`config.mk`:
```
export PLATFORM = sky130hd
export DESIGN_NAME = dasg_host
export DESIGN_NICKNAME = d
export VERILOG_FILES = /design/src/core/dasg_pkg.sv /design/src/core/dasg_decode.sv /design/src/core/dasg_host.sv
export SDC_FILE = /design/constraint.sdc
export NUM_CORES = 1
export LEC_CHECK = 0
export BUFFER_PORTS_ARGS = -buffer_cell sky130_fd_sc_hd__clkbuf_2
export CORE_MARGIN = 3
export CORE_UTILIZATION = 56
export DETAILED_ROUTE_END_ITERATION = 16
export PLACE_DENSITY = 0.8
export SYNTH_ARGS = -nofsm -noshare
export SYNTH_HDL_FRONTEND = slang
export SYNTH_HIERARCHICAL = 1
export SYNTH_SLANG_ARGS = --single-unit
export TNS_END_PERCENT = 20
```
`constraint.sdc`:
```
create_clock -name sys_clk -period 3.8 [get_ports sys_clk]
set_input_delay 0.19 -clock sys_clk [delete_from_list [all_inputs] [get_ports sys_clk]]
set_output_delay 0.19 -clock sys_clk [all_outputs]
set_load 0.03 [all_outputs]
```
`src/core/dasg_pkg.sv`:
```
// Overview of operation
// - software uses full sixteen bit pointer
// - simple mode passes address strobe to converter
// - other peripherals should latch their own selects
// - byte-wide access, sixteen bits as two bytes
// - interrupt zero edge triggered, sole enabled source
// - pending flag clears automatically when vectored
// - converter clock stops in power down
// - idle mode keeps converter clock running
// - idle holds strobes high, oscillator running
// - power down holds strobes low, reset exits
// - enabled interrupt ends idle, clears sleep bit
// - shared converter clock runs at 8 MHz
package dasg_pkg;
	// register offsets
	localparam logic [7:0]  REG_CTRL   = 8'h00;
	localparam logic [7:0]  REG_PTR    = 8'h04;
	localparam logic [7:0]  REG_WDATA  = 8'h08;
	localparam logic [7:0]  REG_STATUS = 8'h0C;
	localparam logic [7:0]  REG_PWR    = 8'h10;
	localparam logic [31:0] CTRL_RST   = 32'h0000_0000;
	localparam logic [31:0] WORD_RST   = 32'h0000_0000;
	// field positions
	localparam int CTRL_GO      = 0;
	localparam int CTRL_WRITE   = 1;
	localparam int CTRL_MODE    = 2;
	localparam int CTRL_MINSEL  = 4;
	localparam int CTRL_INTEN   = 6;
	localparam int CTRL_PAGE    = 8;
	localparam int STS_BUSY     = 0;
	localparam int STS_PEND     = 1;
	localparam int STS_IDLE     = 2;
	localparam int STS_PDOWN    = 3;
	localparam int STS_RDATA    = 16;
	localparam int PWR_SLEEP    = 0;
	localparam int PWR_PDOWN    = 1;
	// converter address window
	localparam logic [15:0] DAS_WIN_LO = 16'h0000;
	localparam logic [15:0] DAS_WIN_HI = 16'h001F;
	// timing
	localparam int SYS_HZ   = 40_000_000;
	localparam int DAS_HZ   = 8_000_000;
	localparam int SYS_MHZ  = SYS_HZ / 1_000_000;
	localparam int CLK_DIV  = SYS_HZ / DAS_HZ;
	localparam int CLK_HIGH = CLK_DIV / 2;
	localparam int ALE_NS   = 100;
	localparam int STB_NS   = 200;
	localparam int ALE_CYC  = (ALE_NS * SYS_MHZ + 999) / 1000;
	localparam int STB_CYC  = (STB_NS * SYS_MHZ + 999) / 1000;
	localparam int GAP_CYC  = 1;
	localparam logic [1:0] RESP_OK  = 2'b00;
	localparam logic [1:0] RESP_ERR = 2'b10;
	typedef enum logic [1:0] {
		DEC_COMPLETE = 2'b00,
		DEC_SIMPLE   = 2'b01,
		DEC_MINIMAL  = 2'b10
	} dasg_dec_e;
	typedef enum logic [1:0] {
		ST_IDLE   = 2'b00,
		ST_ALE    = 2'b01,
		ST_STROBE = 2'b10,
		ST_GAP    = 2'b11
	} dasg_state_e;
	// one-hot 3-to-8 decode
	function automatic logic [7:0] dec3to8(input logic [2:0] a);
		dec3to8 = 8'h01 << a;
	endfunction
	// byte-enable merge of a register word
	function automatic logic [31:0] merge(input logic [31:0] old,
		input logic [31:0] nw, input logic [3:0] strb);
		for (int i = 0; i < 4; i++)
			merge[i*8 +: 8] = strb[i] ? nw[i*8 +: 8] : old[i*8 +: 8];
	endfunction
endpackage

```
`src/core/dasg_decode.sv`:
```
`timescale 1ns/1ps
`default_nettype none
module dasg_decode (
	input  wire logic                 sys_clk,
	input  wire logic                 srst,
	input  wire dasg_pkg::dasg_dec_e  mode,
	input  wire logic [7:0]           page,
	input  wire logic [1:0]           min_sel,
	input  wire logic                 ale,
	input  wire logic                 cyc,
	input  wire logic [7:0]           ad_o,
	input  wire logic [7:0]           addr_hi,
	output logic                      das_cs_n,
	output logic [4:0]                das_addr,
	output logic                      das_ale,
	output logic [7:1]                periph_sel_n
);
	import dasg_pkg::*;
	logic [7:0] latched;
	logic [7:0] next_latched;
	logic [7:0] lo;
	logic [7:0] dec;
	logic       page_hit;
	logic       min_bit;
	// address latch, transparent while the strobe is high
	always_comb
	begin
		next_latched = ale ? ad_o : latched;
	end
	always_ff @(posedge sys_clk)
	begin
		if (srst)
			latched <= 8'h00;
		else
			latched <= next_latched;
	end
	// select decode per variant
	always_comb
	begin
		lo = (mode == DEC_COMPLETE) ? next_latched : ad_o;
		page_hit = (mode != DEC_COMPLETE) || (addr_hi == page);
		dec = page_hit ? dec3to8(lo[7:5]) : 8'h00;
		case (min_sel)
			2'd0:    min_bit = lo[5];
			2'd1:    min_bit = lo[6];
			default: min_bit = lo[7];
		endcase
		if (!cyc)
			das_cs_n = 1'b1;
		else if (mode == DEC_MINIMAL)
			das_cs_n = min_bit;
		else
			das_cs_n = ~dec[0];
		periph_sel_n = (mode == DEC_MINIMAL) ? 7'h7F : ~(dec[7:1] & {7{cyc}});
		das_addr = lo[4:0];
		das_ale = (mode == DEC_COMPLETE) ? 1'b1 : ale;
	end
	cs_page_a: assert property (@(posedge sys_clk) disable iff (srst)
		(!das_cs_n && mode == DEC_COMPLETE) |-> (addr_hi == page && lo[7:5] == 3'd0))
		else $error("select outside converter page");
	cs_idle_a: assert property (@(posedge sys_clk) disable iff (srst)
		!cyc |-> das_cs_n)
		else $error("select active outside access");
endmodule // dasg_decode
`default_nettype wire

```
`src/core/dasg_host.sv`:
```
`timescale 1ns/1ps
`default_nettype none
module dasg_host (
	input  wire logic        sys_clk,
	input  wire logic        srst,
	input  wire logic [7:0]  s_axi_awaddr,
	input  wire logic        s_axi_awvalid,
	output logic             s_axi_awready,
	input  wire logic [31:0] s_axi_wdata,
	input  wire logic [3:0]  s_axi_wstrb,
	input  wire logic        s_axi_wvalid,
	output logic             s_axi_wready,
	output logic [1:0]       s_axi_bresp,
	output logic             s_axi_bvalid,
	input  wire logic        s_axi_bready,
	input  wire logic [7:0]  s_axi_araddr,
	input  wire logic        s_axi_arvalid,
	output logic             s_axi_arready,
	output logic [31:0]      s_axi_rdata,
	output logic [1:0]       s_axi_rresp,
	output logic             s_axi_rvalid,
	input  wire logic        s_axi_rready,
	output logic [7:0]       ad_o,
	output logic             ad_oe,
	input  wire logic [7:0]  ad_i,
	output logic [7:0]       addr_hi,
	output logic             ale,
	output logic             rd_n,
	output logic             wr_n,
	output logic             program_fetch_strobe_n,
	output logic             das_clk,
	output logic             bus_width_select,
	output logic             das_cs_n,
	output logic [4:0]       das_addr,
	output logic             das_ale,
	output logic [7:1]       periph_sel_n,
	input  wire logic        interrupt_request_out_n
);
	import dasg_pkg::*;
	logic [31:0] ctrl, next_ctrl, ptr, next_ptr, wdat, next_wdat;
	logic [15:0] rdat, next_rdat;
	logic        pend, next_pend, sleep, next_sleep, pdown, next_pdown;
	logic        int_q, next_int_q, byte_sel, next_byte_sel;
	logic [3:0]  tmr, next_tmr;
	dasg_state_e state, next_state;
	logic [7:0]  next_ad_o, next_addr_hi;
	logic        next_ad_oe, next_ale, next_rd_n, next_wr_n, next_program_fetch_strobe_n;
	logic        cyc, next_cyc, next_das_clk;
	logic [2:0]  dcnt, next_dcnt;
	logic        next_bvalid, next_rvalid;
	logic [1:0]  next_bresp, next_rresp;
	logic [31:0] next_rdata;
	logic        aw_hs, ar_hs, go, int_edge, sts_read;
	logic [15:0] baddr;
	logic [7:0]  wbyte;
	// register bus handshakes
	assign aw_hs = s_axi_awvalid & s_axi_wvalid & ~s_axi_bvalid;
	assign ar_hs = s_axi_arvalid & ~s_axi_rvalid;
	assign s_axi_awready = aw_hs;
	assign s_axi_wready = aw_hs;
	assign s_axi_arready = ar_hs;
	assign bus_width_select = 1'b1;
	assign sts_read = ar_hs && s_axi_araddr[7:2] == REG_STATUS[7:2];
	assign int_edge = int_q & ~interrupt_request_out_n;
	assign baddr = ptr[15:0] + {15'd0, byte_sel};
	assign wbyte = byte_sel ? wdat[15:8] : wdat[7:0];
	// register writes, reads and power bits
	always_comb
	begin
		next_ctrl = ctrl;
		next_ptr = ptr;
		next_wdat = wdat;
		next_sleep = sleep;
		next_pdown = pdown;
		next_bvalid = s_axi_bvalid & ~s_axi_bready;
		next_bresp = s_axi_bresp;
		next_rvalid = s_axi_rvalid & ~s_axi_rready;
		next_rresp = s_axi_rresp;
		next_rdata = s_axi_rdata;
		next_int_q = interrupt_request_out_n;
		go = 1'b0;
		if (aw_hs)
		begin
			next_bvalid = 1'b1;
			next_bresp = RESP_OK;
			case (s_axi_awaddr[7:2])
				REG_CTRL[7:2]:
				begin
					next_ctrl = merge(ctrl, s_axi_wdata, s_axi_wstrb);
					next_ctrl[CTRL_GO] = 1'b0;
					go = s_axi_wstrb[0] & s_axi_wdata[CTRL_GO]
						& state == ST_IDLE & ~sleep & ~pdown;
				end
				REG_PTR[7:2]:   next_ptr = merge(ptr, s_axi_wdata, s_axi_wstrb);
				REG_WDATA[7:2]: next_wdat = merge(wdat, s_axi_wdata, s_axi_wstrb);
				REG_STATUS[7:2]: ;
				REG_PWR[7:2]:
				if (s_axi_wstrb[0])
				begin
					next_sleep = sleep | s_axi_wdata[PWR_SLEEP];
					next_pdown = pdown | s_axi_wdata[PWR_PDOWN];
				end
				default: next_bresp = RESP_ERR;
			endcase
		end
		if (sleep && pend && ctrl[CTRL_INTEN])
			next_sleep = 1'b0;
		// pending flag: the edge wins over the automatic clear
		next_pend = pend;
		if (sts_read)
			next_pend = 1'b0;
		if (int_edge)
			next_pend = 1'b1;
		if (ar_hs)
		begin
			next_rvalid = 1'b1;
			next_rresp = RESP_OK;
			next_rdata = 32'h0000_0000;
			case (s_axi_araddr[7:2])
				REG_CTRL[7:2]:  next_rdata = ctrl;
				REG_PTR[7:2]:   next_rdata = {16'h0000, ptr[15:0]};
				REG_WDATA[7:2]: next_rdata = {16'h0000, wdat[15:0]};
				REG_STATUS[7:2]:
				begin
					next_rdata[STS_BUSY] = state != ST_IDLE;
					next_rdata[STS_PEND] = pend;
					next_rdata[STS_IDLE] = sleep;
					next_rdata[STS_PDOWN] = pdown;
					next_rdata[STS_RDATA +: 16] = rdat;
				end
				REG_PWR[7:2]:   next_rdata[PWR_SLEEP +: 2] = {pdown, sleep};
				default:        next_rresp = RESP_ERR;
			endcase
		end
	end
	// external bus cycle sequencer, two byte transfers per access
	always_comb
	begin
		next_state = state;
		next_tmr = tmr;
		next_byte_sel = byte_sel;
		next_rdat = rdat;
		next_ad_o = ad_o;
		next_ad_oe = ad_oe;
		next_addr_hi = addr_hi;
		next_ale = 1'b0;
		next_rd_n = 1'b1;
		next_wr_n = 1'b1;
		next_cyc = cyc;
		case (state)
			ST_IDLE:
			if (go)
			begin
				next_state = ST_ALE;
				next_byte_sel = 1'b0;
				next_tmr = 4'(ALE_CYC - 1);
				next_ale = 1'b1;
				next_ad_o = ptr[7:0];
				next_addr_hi = ptr[15:8];
				next_ad_oe = 1'b1;
				next_cyc = 1'b1;
			end
			ST_ALE:
			if (tmr == 4'd0)
			begin
				next_state = ST_STROBE;
				next_tmr = 4'(STB_CYC - 1);
				if (ctrl[CTRL_WRITE])
				begin
					next_ad_o = wbyte;
					next_wr_n = 1'b0;
				end
				else
				begin
					next_ad_oe = 1'b0;
					next_rd_n = 1'b0;
				end
			end
			else
			begin
				next_tmr = tmr - 4'd1;
				next_ale = 1'b1;
			end
			ST_STROBE:
			if (tmr == 4'd0)
			begin
				next_state = ST_GAP;
				next_tmr = 4'(GAP_CYC - 1);
				if (!ctrl[CTRL_WRITE])
				begin
					if (byte_sel)
						next_rdat[15:8] = ad_i;
					else
						next_rdat[7:0] = ad_i;
				end
			end
			else
			begin
				next_tmr = tmr - 4'd1;
				next_rd_n = rd_n;
				next_wr_n = wr_n;
			end
			ST_GAP:
			begin
				next_ad_oe = 1'b0;
				next_cyc = 1'b0;
				if (tmr != 4'd0)
					next_tmr = tmr - 4'd1;
				else if (!byte_sel)
				begin
					next_state = ST_ALE;
					next_byte_sel = 1'b1;
					next_tmr = 4'(ALE_CYC - 1);
					next_ale = 1'b1;
					next_ad_o = baddr[7:0] + 8'd1;
					next_addr_hi = baddr[15:8] + {7'd0, &baddr[7:0]};
					next_ad_oe = 1'b1;
					next_cyc = 1'b1;
				end
				else
					next_state = ST_IDLE;
			end
			default: next_state = ST_IDLE;
		endcase
		next_program_fetch_strobe_n = 1'b1;
		if (pdown)
		begin
			next_state = state;
			next_tmr = tmr;
			next_ale = 1'b0;
			next_program_fetch_strobe_n = 1'b0;
			next_rd_n = rd_n;
			next_wr_n = wr_n;
		end
		else if (sleep && state == ST_IDLE)
			next_ale = 1'b1;
	end
	// converter clock divider, stopped in power down
	always_comb
	begin
		if (pdown)
			next_dcnt = 3'd0;
		else if (dcnt == 3'(CLK_DIV - 1))
			next_dcnt = 3'd0;
		else
			next_dcnt = dcnt + 3'd1;
		next_das_clk = ~pdown && next_dcnt < 3'(CLK_HIGH);
	end
	always_ff @(posedge sys_clk)
	begin
		if (srst)
		begin
			ctrl <= CTRL_RST;
			ptr <= WORD_RST;
			wdat <= WORD_RST;
			rdat <= 16'h0000;
			pend <= 1'b0;
			sleep <= 1'b0;
			pdown <= 1'b0;
			int_q <= 1'b1;
			state <= ST_IDLE;
			tmr <= 4'd0;
			byte_sel <= 1'b0;
			ad_o <= 8'h00;
			ad_oe <= 1'b0;
			addr_hi <= 8'h00;
			ale <= 1'b0;
			rd_n <= 1'b1;
			wr_n <= 1'b1;
			program_fetch_strobe_n <= 1'b1;
			cyc <= 1'b0;
			dcnt <= 3'd0;
			das_clk <= 1'b0;
			s_axi_bvalid <= 1'b0;
			s_axi_bresp <= RESP_OK;
			s_axi_rvalid <= 1'b0;
			s_axi_rresp <= RESP_OK;
			s_axi_rdata <= 32'h0000_0000;
		end
		else
		begin
			ctrl <= next_ctrl;
			ptr <= next_ptr;
			wdat <= next_wdat;
			rdat <= next_rdat;
			pend <= next_pend;
			sleep <= next_sleep;
			pdown <= next_pdown;
			int_q <= next_int_q;
			state <= next_state;
			tmr <= next_tmr;
			byte_sel <= next_byte_sel;
			ad_o <= next_ad_o;
			ad_oe <= next_ad_oe;
			addr_hi <= next_addr_hi;
			ale <= next_ale;
			rd_n <= next_rd_n;
			wr_n <= next_wr_n;
			program_fetch_strobe_n <= next_program_fetch_strobe_n;
			cyc <= next_cyc;
			dcnt <= next_dcnt;
			das_clk <= next_das_clk;
			s_axi_bvalid <= next_bvalid;
			s_axi_bresp <= next_bresp;
			s_axi_rvalid <= next_rvalid;
			s_axi_rresp <= next_rresp;
			s_axi_rdata <= next_rdata;
		end
	end
	// select decode and converter address
	dasg_decode u_decode (
		.sys_clk      (sys_clk),
		.srst         (srst),
		.mode         (dasg_dec_e'(ctrl[CTRL_MODE +: 2])),
		.page         (ctrl[CTRL_PAGE +: 8]),
		.min_sel      (ctrl[CTRL_MINSEL +: 2]),
		.ale          (ale),
		.cyc          (cyc),
		.ad_o         (ad_o),
		.addr_hi      (addr_hi),
		.das_cs_n     (das_cs_n),
		.das_addr     (das_addr),
		.das_ale      (das_ale),
		.periph_sel_n (periph_sel_n)
	);
	// checks on the bus and power behaviour
	strobe_excl_a: assert property (@(posedge sys_clk) disable iff (srst)
		!(!rd_n && !wr_n))
		else $error("read and write strobes both low");
	ale_width_a: assert property (@(posedge sys_clk) disable iff (srst)
		($rose(ale) && state != ST_IDLE) |-> ale[*4] ##1 !ale)
		else $error("address strobe width wrong");
	rd_width_a: assert property (@(posedge sys_clk) disable iff (srst)
		$fell(rd_n) |-> !rd_n[*8] ##1 rd_n)
		else $error("read strobe width wrong");
	pdown_pins_a: assert property (@(posedge sys_clk) disable iff (srst)
		pdown |=> (!ale && !program_fetch_strobe_n && !das_clk))
		else $error("power down pins not held low");
	idle_pins_a: assert property (@(posedge sys_clk) disable iff (srst)
		(sleep && !pdown && state == ST_IDLE) |=> (ale && program_fetch_strobe_n))
		else $error("idle pins not held high");
	int_set_a: assert property (@(posedge sys_clk) disable iff (srst)
		$fell(interrupt_request_out_n) |=> pend)
		else $error("interrupt edge not latched");
	int_clear_a: assert property (@(posedge sys_clk) disable iff (srst)
		(sts_read && !int_edge) |=> !pend)
		else $error("pending flag not cleared on vectoring");
	idle_wake_a: assert property (@(posedge sys_clk) disable iff (srst)
		(sleep && pend && ctrl[CTRL_INTEN]) |=> !sleep)
		else $error("idle not ended by interrupt");
	clk_rate_a: assert property (@(posedge sys_clk) disable iff (srst)
		($rose(das_clk) && !pdown) |-> ##5 (das_clk || pdown))
		else $error("converter clock period wrong");
	two_byte_c: cover property (@(posedge sys_clk) disable iff (srst)
		(state == ST_GAP && byte_sel) ##1 state == ST_IDLE);
	write_c: cover property (@(posedge sys_clk) disable iff (srst)
		$fell(wr_n) && !das_cs_n);
	wake_c: cover property (@(posedge sys_clk) disable iff (srst)
		$fell(sleep));
endmodule // dasg_host
`default_nettype wire

```
# == Word level (Yosys, flattened, before mapping) ==
# Cells that the tools add are included.
# totals
rom_bits,0
latchBits,0
ram_bits,0
regBits,162
mem_count,0
out_inout_bits,78
# op_classes
order_cmp,1
add_sub_neg,5
multipliers,0
n_reduce_logical,42
n_shift,1
n_eq_ne,23
div,0
bitwise,24
n_mux,67
# ops
cell,count
8-bit 2-to-1 mux,12
12-bit one-hot mux with 3 select lines,1
3-bit AND reduction,11
16-bit one-hot mux with 2 select lines,1
1-bit 2-to-1 mux,26
6-bit by 2-bit equality test with 1-bit output (second input constant),4
8-bit one-hot mux with 3 select lines,1
4-bit 2-to-1 mux,5
16-bit by 1-bit adder with 16-bit output,1
2-bit one-hot mux with 4 select lines,2
4-bit one-hot mux with 4 select lines,1
8-bit one-hot mux with 2 select lines,1
4-bit AND reduction,4
2-bit inequality test (second input constant),7
6-bit by 1-bit equality test with 1-bit output (second input constant),2
6-bit by 3-bit equality test with 1-bit output (second input constant),2
6-bit logical NOT,2
2-bit 2-to-1 mux,6
1-bit AND,10
1-bit NOT,10
1-bit one-hot mux with 2 select lines,5
2-bit one-hot mux with 5 select lines,1
5-bit OR reduction,2
8-bit by 1-bit adder with 8-bit output,1
other kinds (28),45

# == Longest topological paths before layout ==
# Gate-level depths: netlist of run 1.
# logic_depth
ltp_word,9
mapped_depth,14

# == Hierarchy ==
# The synthesis of run 1 kept the hierarchy.
# modules_own_cells
mod,cells_per_inst,area_per_inst_um2,instances,seq_area_each_um2
dasg_host,871,7402.1,1,3042.9
dasg_decode,75,623.1,1,160.2

# == Least setup slack after synthesis of run 1 ==
# No wires, ideal clock.
# synth_timing
kind,reg-to-reg
from,register byte_sel
to,register addr_hi[7]
arrival_time_ns,3.203
slack_ns,0.512
n_path_buf,2
required_ns,3.714
stages_incl_launch_ff,14
setup_time_ns,0.086
synth_period_minus_slack_ns,3.288
cell_sequence,dfxtp_1 -> ha_1 -> ha_1 -> buf_1 -> clkbuf_1 -> nand2_1 -> xor2_1 -> nor3_1 -> ha_1 -> nand3_1 -> a21o_1 -> a2111oi_4 -> xnor2_1 -> a211oi_1
# synth_via
elab_chain_cells,6
elab_cells_between_ends,8
classes_between,add/sub: 2; eq/ne: 1; mux: 3; reduce/logical: 2
# synth_lines
element,line_no,rtl
start: declaration,dasg_host.sv:43,"logic int_q, next_int_q, byte_sel, next_byte_sel;"
start signal: assignment,dasg_host.sv:292,byte_sel <= next_byte_sel;
16-bit by 1-bit adder with 16-bit output,dasg_host.sv:65,"assign baddr = ptr[15:0] + {15'd0, byte_sel};"
8-bit AND reduction,dasg_host.sv:216,"next_addr_hi = baddr[15:8] + {7'd0, &baddr[7:0]};"
8-bit by 1-bit adder with 8-bit output,dasg_host.sv:216,
8-bit 2-to-1 mux,dasg_host.sv:209,else if (!byte_sel)
8-bit 2-to-1 mux,dasg_host.sv:207,if (tmr != 4'd0)
8-bit one-hot mux with 2 select lines,dasg_host.sv:150,case (state)
end signal: assignment,dasg_host.sv:295,addr_hi <= next_addr_hi;
end: declaration,dasg_host.sv:26,"output logic [7:0] addr_hi,"
# Parallel ways exist; a longest one is shown, timed or not. The select of a mux whose other input is x is not followed.
# A chain may end at the register's enable or synchronous reset.

# == Worst setup path in the final report of run 1 ==
# layout_timing
from,register ptr[0]
to,register addr_hi[7]
# layout_via
elab_chain_cells,6
# layout_lines
element,line_no,rtl
start: declaration,dasg_host.sv:40,"logic [31:0] ctrl, next_ctrl, ptr, next_ptr, wdat, next_wdat;"
start signal: assignment,dasg_host.sv:283,ptr <= next_ptr;
16-bit by 1-bit adder with 16-bit output *,dasg_host.sv:65,
8-bit AND reduction,dasg_host.sv:216,
8-bit by 1-bit adder with 8-bit output *,dasg_host.sv:216,
8-bit 2-to-1 mux *,dasg_host.sv:209,
8-bit 2-to-1 mux *,dasg_host.sv:207,
8-bit one-hot mux with 2 select lines *,dasg_host.sv:150,
# Mark *: on every way between the ends. The rest lies on a longest branch, timed or not. The select of a mux whose other input is x is not followed.

==> results of run 1 <==
==> power by group <==
part / internal [W] / leakage, nW / switching, W
logic: 0.000242 / 2.17 / 0.000487
registers: 0.00175 / 1.30 / 0.0000766
clock network: 0.000976 / 0.282 / 0.000726
==> cells by family after synthesis <==
| logic type | Yosys count | synth area share |
|---|---|---|
| fa+ha+maj | 12 | 0.0187 |
| flops | 160 | 0.399 |
| buf+inv | 84 | 0.0441 |
| compound gates | 186 | 0.159 |
| simple gates | 384 | 0.229 |
| other cells | 2 | 0.000936 |
| mux | 90 | 0.119 |
| xor+xnor | 28 | 0.0306 |
==> sequential cells by signal, indices dropped and copies added, names as in the netlist, 3 cells and up <==
register / cells
wdat: 16
u_decode/latched: 8
ctrl: 31
ad_o: 8
tmr: 4
dcnt: 3
rdat: 16
ptr: 16
addr_hi: 8
s_axi_rdata: 32
==> final timing paths <==
| path | startpoint | endpoint | slack (ns) |
|---|---|---|---|
| setup / recovery | ptr[0] | addr_hi[7] | 0.36 |
| hold / removal | s_axi_rready | s_axi_rvalid | 0.02 |
| setup reg to reg | ptr[0] | addr_hi[7] | 0.36 |
| hold reg to reg | ctrl[7] | ctrl[7] | 0.46 |
==> through the flow <==
step,instance area [um2],hold slack [ns]
4_1_cts,9450,0.00398
5_1_grt,9470,0.0137
3_5_place_dp,8720,0.404
6_report,9470,0.0158
3_3_place_gp,8720,0.397
2_1_floorplan,8030,0.294
==> timing repair <==
| item | CTS | global route |
|---|---|---|
| resized for setup | 0 | 4 |
| endpoints found under the hold margin | 15 | 0 |
| hold buffers | 15 | 0 |
| setup endpoints to repair | 0 | 4 |
==> routing by layer <==
| metal | wire length [um] | vias to the layer above | share of wire |
|---|---|---|---|
| met5 | 0 | - | 0 |
| met4 | 603 | 0 | 0.026 |
| met3 | 2140 | 56 | 0.092 |
| met2 | 10700 | 373 | 0.46 |
| met1 | 9720 | 3631 | 0.42 |
| li1 | - | 3590 | - |
==> cell type report <==
type                       instances  share of cell area
clock buffer                      17              0.0449
clock inverter                    14              0.0167
inverter                           9             0.00357
multi-input combinational        703               0.475
sequential                       160               0.338
tap                              180              0.0238
timing repair buffer             164              0.0978
==> cell usage in the layout, fill, tap and decap left out, types with 16 or more instances in the layout <==
| master | n |
|---|---|
| mux2i_1 | 73 |
| xor2_1 | 18 |
| nor2_1 | 134 |
| a22oi_1 | 16 |
| nor3_1 | 36 |
| o21ai_0 | 30 |
| clkbuf_16 | 17 |
| a21oi_1 | 60 |
| nand3_1 | 45 |
| nand2_1 | 91 |
| clkbuf_2 | 137 |
| a221oi_1 | 19 |
| dfxtp_1 | 160 |
==> tightest hold or removal path, stage by stage <==
cell	delay (ns)
clkbuf_2	0.07
nand2b_1	0.08
a21oi_1	0.06
==> results, run 1 <==
- Across every metal layer, demand over resource in global routing totals 0.287.
- In the final routed layout, each cell accounts on average for 18.6 um.
- The mapped netlist covers 8030 um2.
- Counting I/O delays and the setup requirement, the final critical path takes 3.44 ns.
- The residual antenna-violating net count after detailed routing is 0.
- Clock tree synthesis found a total of 160 sinks.
- The final number of hold-violating endpoints is 0.
- In this run the core area contains 43 standard-cell rows.
- Counting flops and latches in the post-synthesis netlist gives 160.
- The number of design rule violations left after detail routing is 0.
- The critical path's most frequent cell is ha_1.
- Setup repair after global routing left no endpoint under its margin.
- Once layout is complete, the utilization of the core stands at 0.679.
- In this run the mean area of a mapped cell was 8.48 um2.
- The highest cell delay on the worst timing path is 0.40 ns.
- Adding up every negative setup slack in the final design gives 0 ns.
- The maximum clock frequency is 0.291 GHz.
- Routability-driven placement finished with a final weighted congestion of 0.908.
- The dominant cell by count in the synthesized netlist is dfxtp_1.
- The number of pins with negative max-slew slack in the final report is 0.
- For this design the static power due to leakage is 3.75 nW.
- The family with the most delay on the worst path is compound AO/OA/AOI/OAI gates.
- The number of distinct library cells after synthesis is 73.
- The depth of the CTS H-tree is 4.
- The count of fill cells added during filler insertion is 1133.
- The element type at the critical path end is a flip-flop.
- The met1 track utilization from global routing is 0.394.
- For the pin with the worst max-slew slack, the measured transition is 1.20 ns.
- The met2 usage in global routing is 0.445.
- The pin count of the biggest net entering global routing is 67.
- Across the whole layout, storage elements account for 3200 um2.
- The layer flagged by global routing as most heavily used is met2.
- Across the run, the number of max-cap violations was 0.
- Excluding fillers, the count of instances in the completed layout stands at 1247.
- The overall overflow remaining after global route is 0.
- For this run, global-route usage on met3 was measured as 0.0729.
- The cell type with the largest total area after synthesis is dfxtp_1.
- The worst slack at placement is 0.262 ns.
- The CTS tree is built.
- For this design, the slowest cell found on the critical path is a2111oi_2.
- The cell sitting at the root of the clock tree is a clkbuf_16.
- The horizontal extent of the die is 126 um.
- The clock passes through at most 2 buffers.
- The async set-or-reset flop fraction in the synthesized netlist is 0.
- The number of I/O port buffers is 138.
- STA classifies the critical path startpoint as a flip-flop.
- After technology mapping, the gate count stands at 946.
- 146 I/O pins were placed.
- The hold-critical path depth is 3.
- Setup violations remaining at the end of the flow were counted as 0.
- The post-DP HPWL is 15900 um.
- The data required time at the worst endpoint is 4.14 ns.
- For this configuration, the core starts out at a cell density of 0.576.
- In this run the post-CTS setup repair buffer count came out at 0.
- The detail-routed via count per cell is 6.13.
- The final layout net count is 1135.
- The final worst clock skew is 0.0104 ns.
- The commonest cells after synthesis are 160 x dfxtp_1, 134 x nor2_1, 91 x nand2_1.
- The critical path contains buffers and inverters numbering 0 combined.
- Along the worst path, the maximum fanout reaches 8.
- Of the cells placed in the final design, the portion with a size suffix greater than 1 is 0.201.
- Walking the worst path, the cells encountered are ha_2 > ha_1 > o2bb2ai_1 > a2111oi_2 > o21ai_0 > nor3_2 > ha_1 > nand3_1 > a21o_1 > a2111oi_4 > xnor2_1 > a211oi_1.
- Of the synthesized area, sequential elements account for 0.399.
- The overall via count from detail_route is 7650.
- During synthesis, Yosys emitted a total of 6 warnings.
- Dividing total power by cell area gives a power density of 450 nW/um2.
- The area of the placeable core is 13900 um2.
- The cell count after placement is 1201.
- The most used flip-flop cell after synthesis is dfxtp_1.
- The overall die height is 126 um.
- The ratio of final minimum period to clock period is 0.905.
- The insertion delay of the later-clocked pin in the worst-skew pair is 0.43 ns.
- The worst vdd rail ir drop is 452 uV.
- The DRC marker count from the first detailed-route iteration is 845.
- The run finished with clean final reports.
- The tightest min-delay check is of the in -> reg type.
- After clock tree synthesis, the clock-pin slew on the worst setup and hold paths is 0.07 ns.
- The via count of the first global-routing pass is 6927.
- The count of antenna diodes in the layout is 0.
- By area the synthesized netlist is led by dfxtp_1 40%, mux2i_1 9.1%, nor2_1 6.3%, nand2_1 4.3%, a21oi_1 3.7%.
- The clock buffer count from CTS is 17.
- The data arrival time at the worst-slack endpoint is 3.78 ns.
- The first-pass iteration count of the detailed router is 5.
- In this run the number of cells on the critical path is 12.
- The final total power is 0.00426 W.
- The path type of the worst setup path is reg -> reg.
- The number of antenna violations at the first check in global routing is 0.
- The area growth from synthesis to layout is 17.9%.
- Summing all multi-input logic gate instances after layout gives 4490 um2.
- In this run, synthesis inferred 0 flip-flops with an integrated enable.
- The die area is 15800 um2.
- The worst slew margin relative to its limit is 0.197.
- The area share of the largest cell type after synthesis is 0.399.
- The worst setup margin is 0.361 ns.
- Measured in cells, the most critical reg-to-reg path has a length of 12.
- The first global-routing pass estimated 37000 um of wire.
- The aggregate routed wire length is 23200 um.
(Power assumes the default switching activity.)
==> run 2, diff against run 1 <==
--- a/config.mk
+++ b/config.mk
@@ -7,9 +7,8 @@
 export LEC_CHECK = 0
 export BUFFER_PORTS_ARGS = -buffer_cell sky130_fd_sc_hd__clkbuf_2
 export CORE_MARGIN = 3
-export CORE_UTILIZATION = 56
+export CORE_UTILIZATION = 43
 export DETAILED_ROUTE_END_ITERATION = 16
-export PLACE_DENSITY = 0.8
 export SYNTH_ARGS = -nofsm -noshare
 export SYNTH_HDL_FRONTEND = slang
 export SYNTH_HIERARCHICAL = 1
==> constraint.sdc (replaced) <==
create_clock -name sys_clk -period 3.5 [get_ports sys_clk]
set_input_delay 0.175 -clock sys_clk [delete_from_list [all_inputs] [get_ports sys_clk]]
set_output_delay 0.175 -clock sys_clk [all_outputs]
set_load 0.03 [all_outputs]
==> run 2 against run 1 <==
  * Sequential share of layout area is 0.76 points lower
  * Clock skew shrank 0.0037 ns
  * Sequential power grew 9%
  * Combinational power rose by 9.1%
  * Critical path depth up 2
  * Critical path type unchanged
==> results, run 2 (synthesis results as in run 1) <==
- Registers with the most flip-flops: s_axi_rdata x32, ctrl x31 (unchanged).
- Leading cell types in the layout, fill and taps excluded: 160 x dfxtp_1, 137 x clkbuf_2, 134 x nor2_1 (unchanged).
- The post-DP HPWL is 17200 um (was 15900 um).
- The clock tree root driver cell was clkbuf_16 (unchanged).
- The hold-critical path depth is 3 (unchanged).
- The number of antenna violations at the first check in global routing is 1 (was 0).
- The area of the placeable core is 18100 um2 (was 13900 um2).
- The commonest non-fill, non-tap cell in the layout is dfxtp_1 (unchanged).
- The global placement routability congestion is 0.892 (was 0.908).
- The number of cells on the critical path is 14 (was 12).
- The maximum root-to-sink buffer count is 2 (unchanged).
- The count of antenna diodes in the layout is 0 (unchanged).
- The final worst clock skew is 0.00673 ns (was 0.0104 ns).
- The data arrival time at the worst-slack endpoint was 3.56 ns (was 3.78 ns).
- The multi-input logic area is 4490 um2 (about the same).
- The type of the worst min-delay path is in -> reg (unchanged).
- The layout-stage area growth over the synthesis result is 20.6% (was 17.9%).
- The die area came to 20300 um2 (was 15800 um2).
- The horizontal extent of the die is 143 um (was 126 um).
- The final layout net count is 1148 (was 1135).
- The number of design rule violations left after detail routing was 0 (unchanged).
- The via count of the first global-routing pass is 6860 (was 6927).
- The aggregate routed wire length is 24100 um (was 23200 um).
- The register with the most flip-flops is s_axi_rdata (unchanged).
- The register-to-register setup slack came to 0.28 ns (was 0.36 ns).
- The share of layout cells above drive strength 1 is 0.207 (was 0.201).
- The path type of the worst setup path is reg -> reg (unchanged).
- The final design area excluding fillers was 9680 um2 (was 9470 um2).
- The detail-routed via count per cell is 5.60 (was 6.13).
- The slowest cell on the critical path is a2111oi_1 (was a2111oi_2).
- The number of I/O port buffers came to 138 (unchanged).
- The fraction of power consumed by combinational cells is 0.167 (was 0.171).
- The count of fill cells added during filler insertion is 1715 (was 1133).
- Crit path cell chain: ha_1 > ha_2 > o2bb2ai_1 > a2111oi_1 > o21ai_0 > nor3_2 > ha_1 > buf_4 > nand2_1 > nor3_1 > a31oi_1 > a21oi_1 > xnor2_1 > a211oi_1 (was ha_2 > ha_1 > o2bb2ai_1 > a2111oi_2 > o21ai_0 > nor3_2 > ha_1 > nand3_1 > a21o_1 > a2111oi_4 > xnor2_1 > a211oi_1).
- The overall die height is 143 um (was 126 um).
- The power per standard cell area came to 492 nW/um2 (was 450 nW/um2).
- The clock buffer count from CTS is 17 (unchanged).
- The number of pins with negative max-slew slack in the final report is 0 (unchanged).
- The number of placement rows is 49 (was 43).
- The ratio of final minimum period to clock period is 0.920 (was 0.905).
- The clock net sink count came to 160 (unchanged).
- The number of flip-flops in the largest register is 32 (unchanged).
- The clock edge transition at the registers on the reported setup and hold paths was 0.07 ns (about the same).
- The data required time at the worst endpoint is 3.84 ns (was 4.14 ns).
- The area of all sequential standard cells was 3200 um2 (unchanged).
- The overall overflow remaining after global route was 0 (unchanged).
- The actual slew at the worst max-slew pin is 1.15 ns (was 1.20 ns).
- The final critical delay including setup and external delays was 3.22 ns (was 3.44 ns).
- The worst slew margin relative to its limit came to 0.229 (was 0.197).
- The largest fanout on the critical path is 9 (was 8).
- The switching part of the total is 0.303 (about the same).
- The critical path's most frequent cell is ha_1 (unchanged).
- The element type at the critical path end is a flip-flop (unchanged).
- The family with the most delay on the worst path is compound AO/OA/AOI/OAI gates (unchanged).
- The sum of negative setup slack is 0 ns (unchanged).
- The highest cell delay on the worst timing path is 0.42 ns (was 0.40 ns).
- The element type at the critical path start is a flip-flop (unchanged).
- The residual antenna-violating net count after detailed routing is 0 (unchanged).
- The maximum clock frequency is 0.311 GHz (was 0.291 GHz).
- The post-detailed-placement cell area came to 8860 um2 (was 8720 um2).
- The overall via count from detail_route is 7341 (was 7650).
- Result of the run: finished clean (unchanged).
- The starting utilization of the core area is 0.442 (was 0.576).
- The DRC marker count from the first detailed-route iteration is 515 (was 845).
- The max-capacitance violation count is 0 (unchanged).
- The power share of the clock group is 0.417 (was 0.400).
- The first-pass iteration count of the detailed router is 5 (unchanged).
- The CTS tree is built (unchanged).
- The wire length of the first global-routing pass is 37700 um (was 37000 um).
- The pin count of the biggest net entering global routing is 76 (was 67).
- The total net switching power is 0.00144 W (was 0.00129 W).
- The number of top-level pins is 146 (unchanged).
- The routed length per instance was 18.4 um (was 18.6 um).
- The share of power burned in registers was 0.417 (was 0.429).
- The internal power is 0.00332 W (was 0.00297 W).
- The static leakage power was 3.83 nW (was 3.75 nW).
- The sum of buffers and inverters on the critical path is 1 (was 0).
- The number of cells traversed by the worst register-to-register path was 14 (was 12).
- The global routing usage summed across all routing layers is 0.236 (was 0.287).
- The insertion delay of the later-clocked pin in the worst-skew pair was 0.43 ns (about the same).
- The count of endpoints failing setup in the final report came to 0 (unchanged).
- The worst vdd rail ir drop is 359 uV (was 452 uV).
- The final number of hold-violating endpoints is 0 (unchanged).
- The depth of the CTS H-tree is 4 (unchanged).
[run 2: worst register-to-register path, cell delays in order, from the launching register on]
cell and delay, ns:
dfxtp_1 0.39, ha_1 0.20, ha_2 0.28, o2bb2ai_1 0.10, a2111oi_1 0.42, o21ai_0 0.26, nor3_2 0.32, ha_1 0.21
buf_4 0.14, nand2_1 0.05, nor3_1 0.16, a31oi_1 0.10, a21oi_1 0.17, xnor2_1 0.09, a211oi_1 0.23
[run 2: power by group through the flow]
stage               sequential [W]  combinational [W]  clock [W]
finish                     0.00199           0.000795    0.00199
global route               0.00200           0.000868    0.00209
CTS                        0.00199           0.000793    0.00202
detailed placement         0.00203           0.000773          0
global placement           0.00203           0.000769          0
floorplan                  0.00212           0.000419          0
[run 2: cell type report]
class	instances	area share
clock inverters	15	0.0204
inverters	9	0.00349
multi-input cells	703	0.464
well taps	229	0.0296
repair buffers	177	0.108
clock buffers	17	0.0439
flip-flops and latches	160	0.331
[run 2: worst paths after layout]
kind | from | end
setup reg to reg | ptr[0] | addr_hi[3]
hold reg to reg | ctrl[21] | ctrl[21]
setup / recovery | ptr[0] | addr_hi[3]
hold / removal | s_axi_wdata[8] | ctrl[8]
[run 2: routing by layer]
layer	global-route usage	wire (um)	share of wire	vias to the layer above
li1	-	-	-	3619
met1	0.338	11200	0.46	3466
met2	0.359	10900	0.45	227
met3	0.0522	1630	0.068	29
met4	0.0630	392	0.016	0
met5	0	0	0	-
[run 2: what timing repair did]
item | in CTS | in global routing
endpoints found under the setup margin | 0 | 7
hold buffers | 19 | 0
gates resized for setup | 0 | 3
setup buffers | 0 | 0
endpoints found under the hold margin | 20 | 0
[run 2: through the flow]
step / setup WS (ns) / hold WS (ns) / total power (W) / instances / util
finish: 0.281 / 0.0164 / 0.00477 / 1310 / 0.534
global route: -0.0179 / 0.00894 / 0.00496 / 1310 / 0.534
global placement: 0.201 / 0.384 / 0.00279 / 1259 / 0.488
floorplan: 0.212 / 0.279 / 0.00254 / 947 / -
CTS: 0.139 / 0.00476 / 0.00480 / 1310 / 0.533
detailed placement: 0.164 / 0.387 / 0.00280 / 1259 / 0.488
==> run 3, diff against run 2 <==
==> constraint.sdc (replaced) <==
create_clock -name sys_clk -period 3.76 [get_ports sys_clk]
set_input_delay 0.188 -clock sys_clk [delete_from_list [all_inputs] [get_ports sys_clk]]
set_output_delay 0.188 -clock sys_clk [all_outputs]
set_load 0.03 [all_outputs]
==> run 3 against run 2 <==
  * The run now ends with hold timing left
  * Cell area down 1.3%
  * Global-route usage down 0.074 points
  * Sequential share of layout area up 0.42 points
  * Clock skew up 0.0027 ns
  * Critical path type unchanged
==> results, run 3 (synthesis results as in run 1) <==
- Result of the run: finished with violations (was finished clean).
- The checks that failed: hold timing.
- The final number of hold-violating endpoints was 1 (was 0).
- The actual slew at the worst max-slew pin is 1.16 ns (was 1.15 ns).
- The overall via count from detail_route is 7310 (was 7341).
- The first-pass iteration count of the detailed router is 5 (unchanged).
- The register with the most flip-flops was s_axi_rdata (unchanged).
- The final design area excluding fillers is 9560 um2 (was 9680 um2).
- The worst setup margin is 0.312 ns (was 0.281 ns).
- The number of pins with negative max-slew slack in the final report came to 0 (unchanged).
- The static leakage power came to 3.77 nW (was 3.83 nW).
- The count of antenna diodes in the layout is 0 (unchanged).
- The commonest non-fill, non-tap cell in the layout is dfxtp_1 (unchanged).
- The path type of the worst setup path is reg -> reg (unchanged).
- The depth of the CTS H-tree is 4 (unchanged).
- The number of I/O port buffers is 138 (unchanged).
- The CTS tree is built (unchanged).
- The routed length per instance is 18.6 um (was 18.4 um).
- The final total power is 0.00437 W (was 0.00477 W).
- The maximum clock frequency is 0.290 GHz (was 0.311 GHz).
- The aggregate routed wire length is 24200 um (was 24100 um).
- The post-DP HPWL is 17100 um (was 17200 um).
- The number of design rule violations left after detail routing is 0 (unchanged).
- The max-capacitance violation count is 0 (unchanged).
- The number of top-level pins came to 146 (unchanged).
- The number of antenna violations at the first check in global routing came to 0 (was 1).
- The final critical delay including setup and external delays came to 3.45 ns (was 3.22 ns).
- The clock edge transition at the registers on the reported setup and hold paths is 0.07 ns (about the same).
- The clock net sink count was 160 (unchanged).
- The insertion delay of the later-clocked pin in the worst-skew pair was 0.45 ns (was 0.43 ns).
- The DRC marker count from the first detailed-route iteration is 523 (was 515).
- The clock buffer count from CTS is 17 (unchanged).
- The area of the placeable core is 18100 um2 (unchanged).
- Leading cell types in the layout, fill and taps excluded: 160 x dfxtp_1, 137 x clkbuf_2, 134 x nor2_1 (unchanged).
- The count of endpoints failing setup in the final report is 0 (unchanged).
- The die area is 20300 um2 (unchanged).
- The detail-routed via count per cell is 5.63 (was 5.60).
- The share of layout cells above drive strength 1 is 0.203 (was 0.207).
- The element type at the critical path start is a flip-flop (unchanged).
- The starting utilization of the core area came to 0.442 (unchanged).
- The wire length of the first global-routing pass is 37500 um (was 37700 um).
- The pin count of the biggest net entering global routing is 86 (was 76).
- The global routing usage summed across all routing layers is 0.235 (was 0.236).
- The number of flip-flops in the largest register was 32 (unchanged).
- The worst vdd rail ir drop is 363 uV (was 359 uV).
- The power per standard cell area came to 457 nW/um2 (was 492 nW/um2).
- The final cell count without fillers is 1299 (was 1310).
- The worst slack at placement is 0.305 ns (was 0.164 ns).
- The data required time at the worst endpoint came to 4.11 ns (was 3.84 ns).
- The residual antenna-violating net count after detailed routing is 0 (unchanged).
- The worst hold margin came to -0.00127 ns (was 0.0164 ns).
- The overall overflow remaining after global route came to 0 (unchanged).
- The element type at the critical path end is a flip-flop (unchanged).
- The horizontal extent of the die came to 143 um (unchanged).
- The ratio of final minimum period to clock period was 0.917 (was 0.920).
- The layout-stage area growth over the synthesis result is 19.1% (was 20.6%).
- The overall die height is 143 um (unchanged).
- The final worst clock skew is 0.00948 ns (was 0.00673 ns).
- The clock tree root driver cell is clkbuf_16 (unchanged).
- The largest fanout on the critical path is 8 (was 9).
- The maximum root-to-sink buffer count is 2 (unchanged).
- The type of the worst min-delay path is in -> reg (unchanged).
- Registers with the most flip-flops: s_axi_rdata x32, ctrl x31 (unchanged).
- The post-detailed-placement cell area is 8810 um2 (was 8860 um2).
- The cell count after placement is 1253 (was 1259).
- The number of placement rows is 49 (unchanged).
- The final layout net count is 1137 (was 1148).
- The worst slew margin relative to its limit is 0.223 (was 0.229).
- The data arrival time at the worst-slack endpoint was 3.80 ns (was 3.56 ns).
- The via count of the first global-routing pass is 6631 (was 6860).
- The global placement routability congestion is 0.892 (about the same).
[run 3: cell type report]
class / instances / area (um2)
clock buffers: 17 / 425
clock inverters: 15 / 174
fillers: 1764 / 8590
inverters: 9 / 33.8
multi-input cells: 703 / 4490
flip-flops and latches: 160 / 3200
well taps: 229 / 287
repair buffers: 166 / 951
[run 3: worst paths after layout]
path	startpoint	end	slack, ns	depth (start not counted)
worst max register to register	ptr[0]	addr_hi[7]	0.31	12
worst min-delay path	s_axi_wdata[24]	ctrl[24]	-0.001	3
worst min register to register	ctrl[30]	ctrl[30]	0.46	2
worst max-delay path	ptr[0]	addr_hi[7]	0.31	12
[run 3: layer usage]
| layer | vias up | wire length, um | global-route usage |
|---|---|---|---|
| li1 | 3588 | - | - |
| met1 | 3474 | 11400 | 0.342 |
| met2 | 219 | 10800 | 0.350 |
| met3 | 29 | 1510 | 0.0596 |
| met4 | 0 | 463 | 0.0580 |
| met5 | - | 0 | 0 |
[run 3: through the flow]
step	TNS, ns	util
6_report	0	0.527
3_3_place_gp	0	0.486
3_5_place_dp	0	0.486
5_1_grt	-0.00315	0.527
4_1_cts	0	0.526
2_1_floorplan	0	-
[run 3: power by group]
group	total, W	internal (W)	switching [W]
Clock	0.00179	0.000999	0.000790
Sequential	0.00185	0.00177	0.0000762
Combinational	0.000732	0.000247	0.000485
Total	0.00437	0.00302	0.00135
[run 3: critical path, stage by stage (launching register included)]
cell and delay [ns]:
dfxtp_1 0.38, ha_1 0.33, ha_1 0.30, o2bb2ai_1 0.10, a2111oi_1 0.43, o21ai_0 0.26
nor3_2 0.33, ha_1 0.22, nand3_1 0.08, a21o_1 0.20, a2111oi_4 0.37, xnor2_1 0.10
a211oi_1 0.26
[run 3: what timing repair did]
action                                 CTS  global route
resized for setup                        0             2
hold buffers                            14             0
setup endpoints to repair                0             4
setup buffers                            0             0
endpoints found under the hold margin   14             0
